--- src/verilog/ppsp_pkg.sv ---
/*
  Constants shared by the status packet framer: packet length, byte offsets
  of each field, field widths and the buffer-select encoding.
  Assumes a single system clock domain.
*/
package ppsp_pkg;

  localparam int unsigned PKT_LEN = 64;
  localparam int unsigned IDX_W = 6;

  // byte offsets within the packet
  localparam logic [5:0] OFS_FAST = 6'h00;
  localparam logic [5:0] OFS_SLOW = 6'h04;
  localparam logic [5:0] OFS_MS = 6'h09;
  localparam logic [5:0] OFS_T100 = 6'h0a;
  localparam logic [5:0] OFS_SERIAL = 6'h0e;
  localparam logic [5:0] OFS_TEMP = 6'h16;
  localparam logic [5:0] OFS_GP = 6'h18;
  localparam logic [5:0] OFS_LAST = 6'h3f;

  // field widths
  localparam int unsigned CNT_W = 32;
  localparam int unsigned MS_W = 7;
  localparam int unsigned T100_W = 24;
  localparam int unsigned TEMP_W = 8;

  // count-buffer source selection
  typedef enum logic [1:0] {
    PPSP_BUF_SW_A = 2'h0,
    PPSP_BUF_SW_B = 2'h1,
    PPSP_BUF_HW = 2'h2,
    PPSP_BUF_NONE = 2'h3
  } ppsp_buf_mode_t;

  localparam logic [7:0] BYTE_ZERO = 8'h00;

endpackage : ppsp_pkg

--- src/verilog/ppsp_byte_mux.sv ---
/*
  Combinational byte selector: returns the packet byte at a given index from
  the captured field values.
  Assumes the fields are held stable by the caller while the index walks.
*/
`timescale 1ns/100ps
module ppsp_byte_mux
  import ppsp_pkg::*;
(
  input wire logic [ppsp_pkg::IDX_W-1:0] i_idx,
  input wire logic [ppsp_pkg::CNT_W-1:0] i_fast,
  input wire logic [ppsp_pkg::CNT_W-1:0] i_slow,
  input wire logic [ppsp_pkg::MS_W-1:0] i_ms,
  input wire logic [ppsp_pkg::T100_W-1:0] i_t100,
  input wire logic [ppsp_pkg::CNT_W-1:0] i_serial,
  input wire logic [ppsp_pkg::TEMP_W-1:0] i_temp,
  input wire logic [ppsp_pkg::CNT_W-1:0] i_gp,
  output logic [7:0] o_byte
);

  // byte k of a word, least significant byte first
  function automatic logic [7:0] ppsp_lane(input logic [31:0] w, input logic [5:0] k);
    logic [1:0] lane;
    lane = k[1:0];
    return w[{lane, 3'b000} +: 8];
  endfunction : ppsp_lane

  logic [5:0] rel;

  always_comb
  begin
    o_byte = BYTE_ZERO; // [RULE8]
    rel = 6'h00;
    if (i_idx >= OFS_FAST && i_idx < OFS_SLOW)
    begin
      rel = i_idx - OFS_FAST;
      o_byte = ppsp_lane(i_fast, rel); // [RULE1]
    end
    else if (i_idx >= OFS_SLOW && i_idx < OFS_SLOW + 6'h04)
    begin
      rel = i_idx - OFS_SLOW;
      o_byte = ppsp_lane(i_slow, rel); // [RULE2]
    end
    else if (i_idx == OFS_MS)
    begin
      o_byte = {1'b0, i_ms}; // [RULE3]
    end
    else if (i_idx >= OFS_T100 && i_idx < OFS_T100 + 6'h03)
    begin
      rel = i_idx - OFS_T100;
      o_byte = ppsp_lane({8'h00, i_t100}, rel); // [RULE3]
    end
    else if (i_idx >= OFS_SERIAL && i_idx < OFS_SERIAL + 6'h04)
    begin
      rel = i_idx - OFS_SERIAL;
      o_byte = ppsp_lane(i_serial, rel); // [RULE4]
    end
    else if (i_idx == OFS_TEMP)
    begin
      o_byte = i_temp; // [RULE5]
    end
    else if (i_idx >= OFS_GP && i_idx < OFS_GP + 6'h04)
    begin
      rel = i_idx - OFS_GP;
      o_byte = ppsp_lane(i_gp, rel); // [RULE6]
    end
  end

endmodule : ppsp_byte_mux

--- src/verilog/ppsp_framer.sv ---
/*
  Status packet framer: on a request, captures counts, time, serial number,
  temperature and the general-purpose counter, then streams a fixed 64-byte
  packet out one byte per accepted valid/ready beat.
  Assumes the link side drives i_ready from the same clock; the hardware
  buffer-select pin is asynchronous and is synchronised here.
*/
`timescale 1ns/100ps
// Operation
// (RULE1) bytes 0-3 carry the fast count of the chosen buffer, LSB first.
// (RULE2) bytes 4-7 carry the slow count of the same buffer, LSB first.
// (RULE3) byte 9 holds milliseconds 0-99; bytes 10-12 hold 100 ms units.
// (RULE4) bytes 14-17 carry the 32-bit serial number, LSB first.
// (RULE5) byte 22 holds signed board temperature, one degree per count.
// (RULE6) bytes 24-27 carry the general-purpose counter, LSB first.
// (RULE7) host field picks buffer A, buffer B, or the hardware select pin.
// (RULE8) packet is 64 bytes; every unassigned byte reads as zero.
module ppsp_framer
  import ppsp_pkg::*;
(
  input wire logic i_sys_clk,
  input wire logic i_rstn,
  input wire logic i_req,
  input wire ppsp_pkg::ppsp_buf_mode_t i_buf_mode,
  input wire logic i_hw_buf_sel,
  input wire logic [ppsp_pkg::CNT_W-1:0] i_fast_a,
  input wire logic [ppsp_pkg::CNT_W-1:0] i_slow_a,
  input wire logic [ppsp_pkg::CNT_W-1:0] i_fast_b,
  input wire logic [ppsp_pkg::CNT_W-1:0] i_slow_b,
  input wire logic [ppsp_pkg::MS_W-1:0] i_acc_ms,
  input wire logic [ppsp_pkg::T100_W-1:0] i_acc_t100,
  input wire logic [ppsp_pkg::CNT_W-1:0] i_serial,
  input wire logic [ppsp_pkg::TEMP_W-1:0] i_temp,
  input wire logic [ppsp_pkg::CNT_W-1:0] i_gp_count,
  input wire logic i_ready,
  output logic o_valid,
  output logic [7:0] o_data,
  output logic o_first,
  output logic o_last,
  output logic o_busy
);

  typedef enum logic [1:0] {
    PPSP_IDLE,
    PPSP_PREP,
    PPSP_SEND
  } ppsp_state_t;

  typedef struct packed {
    ppsp_state_t state;
    logic [IDX_W-1:0] idx;
    logic [7:0] data;
    logic valid;
    logic first;
    logic last;
    logic hw_s1;
    logic hw_s2;
    logic [CNT_W-1:0] fast;
    logic [CNT_W-1:0] slow;
    logic [MS_W-1:0] ms;
    logic [T100_W-1:0] t100;
    logic [CNT_W-1:0] serial;
    logic [TEMP_W-1:0] temp;
    logic [CNT_W-1:0] gp;
  } ppsp_regs_t;

  ppsp_regs_t r_q;
  ppsp_regs_t r_d;
  logic [IDX_W-1:0] mux_idx;
  logic [7:0] mux_byte;
  logic pick_b;

  // byte index presented to the selector: first byte, else the one after
  assign mux_idx = (r_q.state == PPSP_PREP) ? OFS_FAST : IDX_W'(r_q.idx + 6'h01);

  ppsp_byte_mux u_mux (
    .i_idx(mux_idx),
    .i_fast(r_q.fast),
    .i_slow(r_q.slow),
    .i_ms(r_q.ms),
    .i_t100(r_q.t100),
    .i_serial(r_q.serial),
    .i_temp(r_q.temp),
    .i_gp(r_q.gp),
    .o_byte(mux_byte)
  );

  // buffer choice at request time; unused code falls back to buffer A
  always_comb
  begin
    pick_b = 1'b0;
    unique case (i_buf_mode)
      PPSP_BUF_SW_A: pick_b = 1'b0; // [RULE7]
      PPSP_BUF_SW_B: pick_b = 1'b1; // [RULE7]
      PPSP_BUF_HW: pick_b = r_q.hw_s2; // [RULE7]
      PPSP_BUF_NONE: pick_b = 1'b0;
    endcase
  end

  always_comb
  begin
    r_d = r_q;
    r_d.hw_s1 = i_hw_buf_sel;
    r_d.hw_s2 = r_q.hw_s1;
    unique case (r_q.state)
      PPSP_IDLE:
      begin
        if (i_req)
        begin
          // snapshot keeps all multi-byte fields coherent across the packet
          r_d.fast = pick_b ? i_fast_b : i_fast_a; // [RULE1]
          r_d.slow = pick_b ? i_slow_b : i_slow_a; // [RULE2]
          r_d.ms = i_acc_ms; // [RULE3]
          r_d.t100 = i_acc_t100; // [RULE3]
          r_d.serial = i_serial; // [RULE4]
          r_d.temp = i_temp; // [RULE5]
          r_d.gp = i_gp_count; // [RULE6]
          r_d.state = PPSP_PREP;
        end
      end
      PPSP_PREP:
      begin
        r_d.idx = OFS_FAST;
        r_d.data = mux_byte;
        r_d.valid = 1'b1;
        r_d.first = 1'b1;
        r_d.last = 1'b0;
        r_d.state = PPSP_SEND;
      end
      PPSP_SEND:
      begin
        if (i_ready)
        begin
          r_d.first = 1'b0;
          if (r_q.last)
          begin
            r_d.valid = 1'b0;
            r_d.last = 1'b0;
            r_d.data = BYTE_ZERO;
            r_d.idx = OFS_FAST;
            r_d.state = PPSP_IDLE;
          end
          else
          begin
            r_d.idx = mux_idx;
            r_d.data = mux_byte;
            r_d.last = (mux_idx == OFS_LAST); // [RULE8]
          end
        end
      end
      // unused state code: drop back to idle
      default:
      begin
        r_d.state = PPSP_IDLE;
      end
    endcase
  end

  always_ff @(posedge i_sys_clk)
  begin
    if (!i_rstn)
    begin
      r_q <= '0;
      r_q.state <= PPSP_IDLE;
    end
    else
    begin
      r_q <= r_d;
    end
  end

  assign o_valid = r_q.valid;
  assign o_data = r_q.data;
  assign o_first = r_q.first;
  assign o_last = r_q.last;
  assign o_busy = (r_q.state != PPSP_IDLE);

endmodule : ppsp_framer

--- config.mk ---
export PLATFORM = sky130hd
export DESIGN_NAME = ppsp_framer
export DESIGN_NICKNAME = d
export VERILOG_FILES = /design/src/verilog/ppsp_pkg.sv /design/src/verilog/ppsp_byte_mux.sv /design/src/verilog/ppsp_framer.sv
export SDC_FILE = /design/constraint.sdc
export NUM_CORES = 1
export LEC_CHECK = 0
export ABC_CLOCK_PERIOD_IN_PS = 3400
export BUFFER_PORTS_ARGS = -buffer_cell sky130_fd_sc_hd__clkbuf_2
export CAP_MARGIN = 0
export CORE_ASPECT_RATIO = 0.5
export CORE_MARGIN = 1
export CORE_UTILIZATION = 45
export DETAILED_ROUTE_END_ITERATION = 12
export PLACE_DENSITY = 0.7
export SLEW_MARGIN = 20
export SYNTH_ARGS = -nofsm -noshare
export SYNTH_HDL_FRONTEND = slang
export SYNTH_SLANG_ARGS = --single-unit
--- constraint.sdc ---
create_clock -name i_sys_clk -period 3.4 [get_ports i_sys_clk]
set_clock_uncertainty 0.05 [all_clocks]
set_input_delay 0.34 -clock i_sys_clk [delete_from_list [all_inputs] [get_ports i_sys_clk]]
set_output_delay 0.34 -clock i_sys_clk [all_outputs]
set_load 0.01 [all_outputs]
==> run_results.csv, run 1 <==
group,metric,value,unit
status,status,"completed",
synth,synth_cell_types,55,
synth,netlist.area_leader.share,42.2,%
floorplanning,die_width,201,um
setup_path,crit_path_end_kind,"flip-flop",
global_routing,grt_max_degree,107,
route,wl_per_cell,17.8,um
floorplanning,die_area,20400,sq um
route,drtIter0Drc,611,
synth,synth_edf_count,0,
sta,rsz0062_at_grt,"false",
synth,synthArstFlopShare,0,%
sta,period_needed,2.90,ns
global_routing,track_usage,27.5,%
setup_path,path_class,"flip-flop to flip-flop",
cells_and_area,n_fill_cell,1813,
route,vias,8645,
sta,fmax,345,MHz
floorplanning,core_area,18900,sq um
synth,synthFlopType,"dfxtp_1",
setup_path,critical_path.top_delay_family,"simple AND/OR/NAND/NOR gates",
cts,h-tree-depth,4,
cts,numCtsBuffers,17,
cells_and_area,fin_nets,1534,
route,wl_met1,13400,um
cts,cts.sinks,188,
cells_and_area,drive_gt1_share,26.3,%
route,routed_wirelength,27800,um
synth,synth_seq_cells,188,
route,top_layer_used,"met4",
cts,clock-root-buffer,"clkbuf_16",
route,met3_length,2120,um
sta,setup_violations,0,
cts,cts_resized,0,
synth,postSynthCellCount,1101,
synth,yosys.area.top_type,"dfxtp_1",
synth,syn_avg_cell_area,8.11,sq um
route,drtAntennaViolNets,0,
setup_path,slowest_stage,"nor4b_2",
sta,fin_ws,0.498,ns
route,wl_met2,12000,um
setup_path,worst-path-buf-inv,0,
setup_path,reg2reg_depth,6,
global_routing,gr-total-overflow,0,
synth,ys_top_cells_by_area,"dfxtp_1 (42%), nand2_1 (9.5%), mux2i_1 (8.3%)",
cells_and_area,multi_input_area,4720,sq um
floorplanning,die_h,102,um
flow_run,max_cap_violations,0,
global_routing,grt_pass1_wl,43500,um
cts,cts_hold_repair.buffers,0,
synth,yosysSeqAreaShare,42.2,%
synth,synthesis.nets,1341,
worst_hold_path,hold_class,"primary input to flip-flop",
route,remaining_drc_errors,0,
worst_hold_path,holdPathStages,2,
floorplanning,initial_utilization,47.2,%
place,post-place-ws,0.553,ns
global_routing,grt_pass1_vias,8144,
sta,final-hold-violation-count,0,
cells_and_area,diodes,0,
setup_path,cp.arrival,3.19,ns
setup_path,critPathLaunchType,"flip-flop",
sta,fin_setup_tns,0,ns
power,p_leak,4.73,nW
global_routing,antenna_found_initial,0,
place,port-buffer-count,249,
sta,relSlewSlack,26.7,%
place,hpwl,21100,um
synth,yosysWarnings,0,
sta,maxSlewViolCount,0,
setup_path,crit_chain,"ha_2 -> nand2_1 -> nor4b_2 -> and2_1 -> o311ai_0 -> a221oi_1",
floorplanning,ios,250,
route,via_per_inst,5.52,
setup_path,cp_max_fo,21,
setup_path,crit_path_max_incr_delay,0.74,ns
cells_and_area,areaGrowthSynthToFinish,22.4,%
setup_path,crit_required,3.69,ns
sta,fin_crit_sh,85.4,%
setup_path,worst-path-stages,6,
cts,clk_pin_slew,0.07,ns
sta,worst_pin_slew,1.10,ns
synth,syn_area,8930,sq um
route,firstDrtPassIters,5,
cells_and_area,seq_area,3760,sq um
floorplanning,core.rowCount,35,
cts,insertion_delay,0.44,ns
place,gp_congestion,0.904,
cts,cts_setup_buffers,0,
cts,clockBufferDepth,2,
power,power.density,496,nW/um^2
cts,cts_tree,"yes",
power,ir_worst_vdd,0.331,mV
-- metal layers --
layer,up-vias,track usage [%]
met3,27,6.76
met1,4053,39.4
met5,-,0
li1,4260,-
met2,305,41.5
met4,0,6.47
-- flip-flops by register name, indices dropped and copies added, names as in the netlist --
register  cells
o_data        8
r_q         176
r_d           1
o_first       1
o_valid       1
o_last        1
-- synth_stat cells (all sizes together), types with 2 or more instances --
master / n
xor2: 2
a21oi: 124
a22oi: 8
xnor2: 6
nor2b: 10
dfxtp: 188
or2: 2
o22a: 4
and2: 8
nor2: 98
mux2: 27
o41ai: 2
o221ai: 8
a221oi: 3
o211a: 2
nor4b: 2
nand4: 2
o22ai: 36
inv: 6
nand3: 13
o311ai: 3
nand2b: 3
a211oi: 72
buf: 27
nand3b: 2
o2bb2ai: 7
nand2: 225
o21ai: 23
or3: 3
a211o: 7
a2bb2oi: 3
mux2i: 74
and3: 2
ha: 2
clkbuf: 78
nor3: 7
-- final cells by class --
cell class                      count  share of cell area (%)
Inverter                            6                   0.252
Multi-Input combinational cell    802                    43.2
Timing Repair Buffer              279                    13.8
Sequential cell                   188                    34.4
Clock buffer                       23                    4.37
Tap cell                          259                    2.97
Clock inverter                      8                   0.996
-- path summary, 6_finish.rpt --
kind	start	end	slack [ns]
min	i_hw_buf_sel	r_d[167]	0.06
max	r_q[181]	o_data[5]	0.50
max reg2reg	r_q[181]	o_data[5]	0.50
min reg2reg	r_d[167]	r_q[167]	0.39
-- placed cells by master, fill, tap and decap left out, types with 4 or more instances in the layout --
cell,Yosys,routed
o22a_1,4,4
nor2_1,98,97
a22oi_1,7,7
a21oi_1,124,124
nand3_1,13,13
o22ai_1,36,36
clkbuf_16,0,17
o221ai_1,8,8
buf_4,9,27
a211oi_1,72,72
and2_1,8,7
clkbuf_2,0,249
nand2_1,225,224
nor3_1,7,7
mux2_2,27,27
a211o_1,7,7
o2bb2ai_1,7,7
dfxtp_1,188,187
xnor2_1,6,6
mux2i_1,74,73
o21ai_0,23,23
inv_1,5,5
nor2b_1,10,10
-- cells by family after synthesis --
logic type / synth area share [%]
buffers and inverters: 5.30
adders and majority gates: 0.280
xor gates and xnor gates: 0.785
muxes: 11.7
AOI/OAI and AO/OA: 22.4
DFF: 42.2
and+or+nand+nor: 17.4
-- worst reg2reg max path, delay by kind of cell (launching register included) --
family | cells | cell delay [ns]
simple gates | 3 | 1.34
fa+ha+maj | 1 | 0.66
compound gates | 2 | 0.41
flops | 1 | 0.35
-- metrics by stage --
step	area [sq um]	cells	util [%]	hold WS (ns)	power, mW
after floorplan	8930	1101	-	0.362	3.09
after global placement	10300	1534	54.7	0.367	3.44
after detailed placement	10300	1534	54.7	0.375	3.46
after CTS	10900	1565	57.8	0.0466	5.44
after global routing	10900	1565	57.8	0.0446	5.67
final	10900	1565	57.8	0.0612	5.43
-- report_power, final --
part | switching (mW) | internal [mW] | total, mW | leakage, nW
combinational | 0.514 | 0.405 | 0.919 | 2.90
clock | 0.864 | 1.14 | 2.01 | 0.276
sequential | 0.124 | 2.37 | 2.50 | 1.55
No activity file was read; power rests on OpenSTA's default activity.
==> run 2: changes to the inputs <==
Settings changed: CORE_ASPECT_RATIO 0.5 to default.
==> run 2 against run 1 <==
Effect of this change:
- clock power decreased by 7%
- worst setup slack better by 0.10 ns
- hold slack improved by 0.0096 ns
- register-to-register slack better by 0.10 ns
- routed wire length decreased by 9.6%
- combinational power decreased by 1%
- non-clock buffer count down 6
- final cell count hardly changed
- critical path depth up 2
- maximum frequency is 3.7% higher
- largest power group unchanged
==> run_results.csv, run 2 (synthesis gave the netlist of run 1 again) <==
group,metric,value,unit
cells_and_area,fin_cells,1566,
route,firstDrtPassIters,7,
sta,period_needed,2.80,ns
place,post-place-ws,0.645,ns
cts,cts_tree,"yes",
floorplanning,initial_utilization,45.9,%
power,power_frac_seq,47.2,%
route,remaining_drc_errors,0,
route,drtAntennaViolNets,0,
global_routing,gr-total-overflow,0,
floorplanning,die_width,143,um
cts,insertion_delay,0.43,ns
place,port-buffer-count,249,
global_routing,track_usage,25.0,%
sta,setup_violations,0,
power,netSwitchingPower,1.48,mW
power,p_leak,4.71,nW
power,switching_share,28.1,%
floorplanning,core_area,19500,sq um
worst_hold_path,hold_class,"primary input to flip-flop",
setup_path,crit_required,3.68,ns
floorplanning,die_h,143,um
setup_path,path_class,"flip-flop to flip-flop",
cts,cts_resized,0,
cells_and_area,registers.top_by_ff_count,"r_q",
cells_and_area,layout_common_cells,"clkbuf_2 (249), nand2_1 (224), dfxtp_1 (187)",
cts,numCtsBuffers,17,
cells_and_area,areaGrowthSynthToFinish,22.1,%
sta,fin_ws,0.600,ns
sta,fin_crit_sh,82.3,%
sta,final-hold-violation-count,0,
flow_run,max_cap_violations,0,
global_routing,grt_pass1_vias,7689,
cells_and_area,mostFrequentLayoutCell,"clkbuf_2",
place,place_inst,1534,
cts,cts.sinks,188,
route,vias,8364,
cells_and_area,drive_gt1_share,26.2,%
power,p_int,3.78,mW
cts,h-tree-depth,4,
setup_path,crit_path_end_kind,"flip-flop",
cts,clock-root-buffer,"clkbuf_16",
route,drtIter0Drc,616,
status,status,"completed",
sta,fmax,357,MHz
power,ir_worst_vdd,0.308,mV
sta,rsz0062_at_grt,"false",
cells_and_area,fin_nets,1528,
cells_and_area,diodes,0,
sta,relSlewSlack,28.6,%
global_routing,grt_max_degree,121,
global_routing,grt_pass1_wl,39600,um
route,routed_wirelength,25100,um
cts,cts_setup_buffers,0,
cts,clk_pin_slew,0.07,ns
setup_path,cp_max_fo,9,
setup_path,critPathLaunchType,"flip-flop",
sta,worst_pin_slew,1.07,ns
cells_and_area,n_fill_cell,1820,
power,power,5.26,mW
place,hpwl,18500,um
floorplanning,die_area,20400,sq um
setup_path,cp.arrival,3.08,ns
cts,cts_hold_repair.buffers,0,
power,pwr-share-comb,17.2,%
route,via_per_inst,5.34,
power,power.density,482,nW/um^2
cts,clockBufferDepth,2,
cells_and_area,largest_reg_flops,176,
global_routing,antenna_found_initial,0,
floorplanning,ios,250,
place,gp_congestion,0.888,
sta,maxSlewViolCount,0,
sta,fin_setup_tns,0,ns
route,wl_per_cell,16.0,um
sta,hold_ws,0.0708,ns
floorplanning,core.rowCount,51,
power,clkPwrFrac,35.6,%
## run 2: power groups by stage
| stage | clock network [mW] | registers, mW | logic, mW |
|---|---|---|---|
| 2_1_floorplan | 0 | 2.49 | 0.601 |
| 3_3_place_gp | 0 | 2.53 | 0.896 |
| 3_5_place_dp | 0 | 2.53 | 0.907 |
| 4_1_cts | 1.90 | 2.48 | 0.912 |
| 5_1_grt | 2.00 | 2.50 | 1.01 |
| 6_report | 1.87 | 2.48 | 0.906 |
## run 2: path summary, 6_finish.rpt
kind	from	end	slack, ns	cells past startpoint
setup reg to reg	r_q[181]	o_data[5]	0.60	8
hold / removal	i_hw_buf_sel	r_d[167]	0.07	2
hold reg to reg	r_d[167]	r_q[167]	0.40	1
setup / recovery	r_q[181]	o_data[5]	0.60	8
## run 2: critical path, cell delays in order, from the launching register on
cell      delay, ns
dfxtp_1        0.41
ha_2           0.31
and3_1         0.29
xnor2_1        0.10
or2_1          0.26
or3_1          0.48
a211oi_1       0.32
o311ai_0       0.22
a221oi_1       0.26
## run 2: stage by stage
step / utilization [%] / cell area, sq um
6_report: 56.0 / 10900
5_1_grt: 56.0 / 10900
4_1_cts: 56.0 / 10900
3_5_place_dp: 53.1 / 10300
3_3_place_gp: 53.1 / 10300
2_1_floorplan: - / 8930
## run 2: routing by layer
layer  up-vias  share of wire (%)  GRT usage [%]
met2       276                 46           40.0
met5         -                  0              0
met1      3797                 48           35.0
li1       4268                  -              -
met3        23                5.6           4.33
met4         0                1.1           5.43
## run 2: area by class of cell
cell class                      count  area (sq um)  area share, %
Clock inverter                     11          85.1          0.781
Clock buffer                       21           470           4.32
Sequential cell                   188          3760           34.5
Multi-Input combinational cell    802          4720           43.3
Timing Repair Buffer              273          1500           13.8
Tap cell                          265           332           3.04
Inverter                            6          27.5          0.253
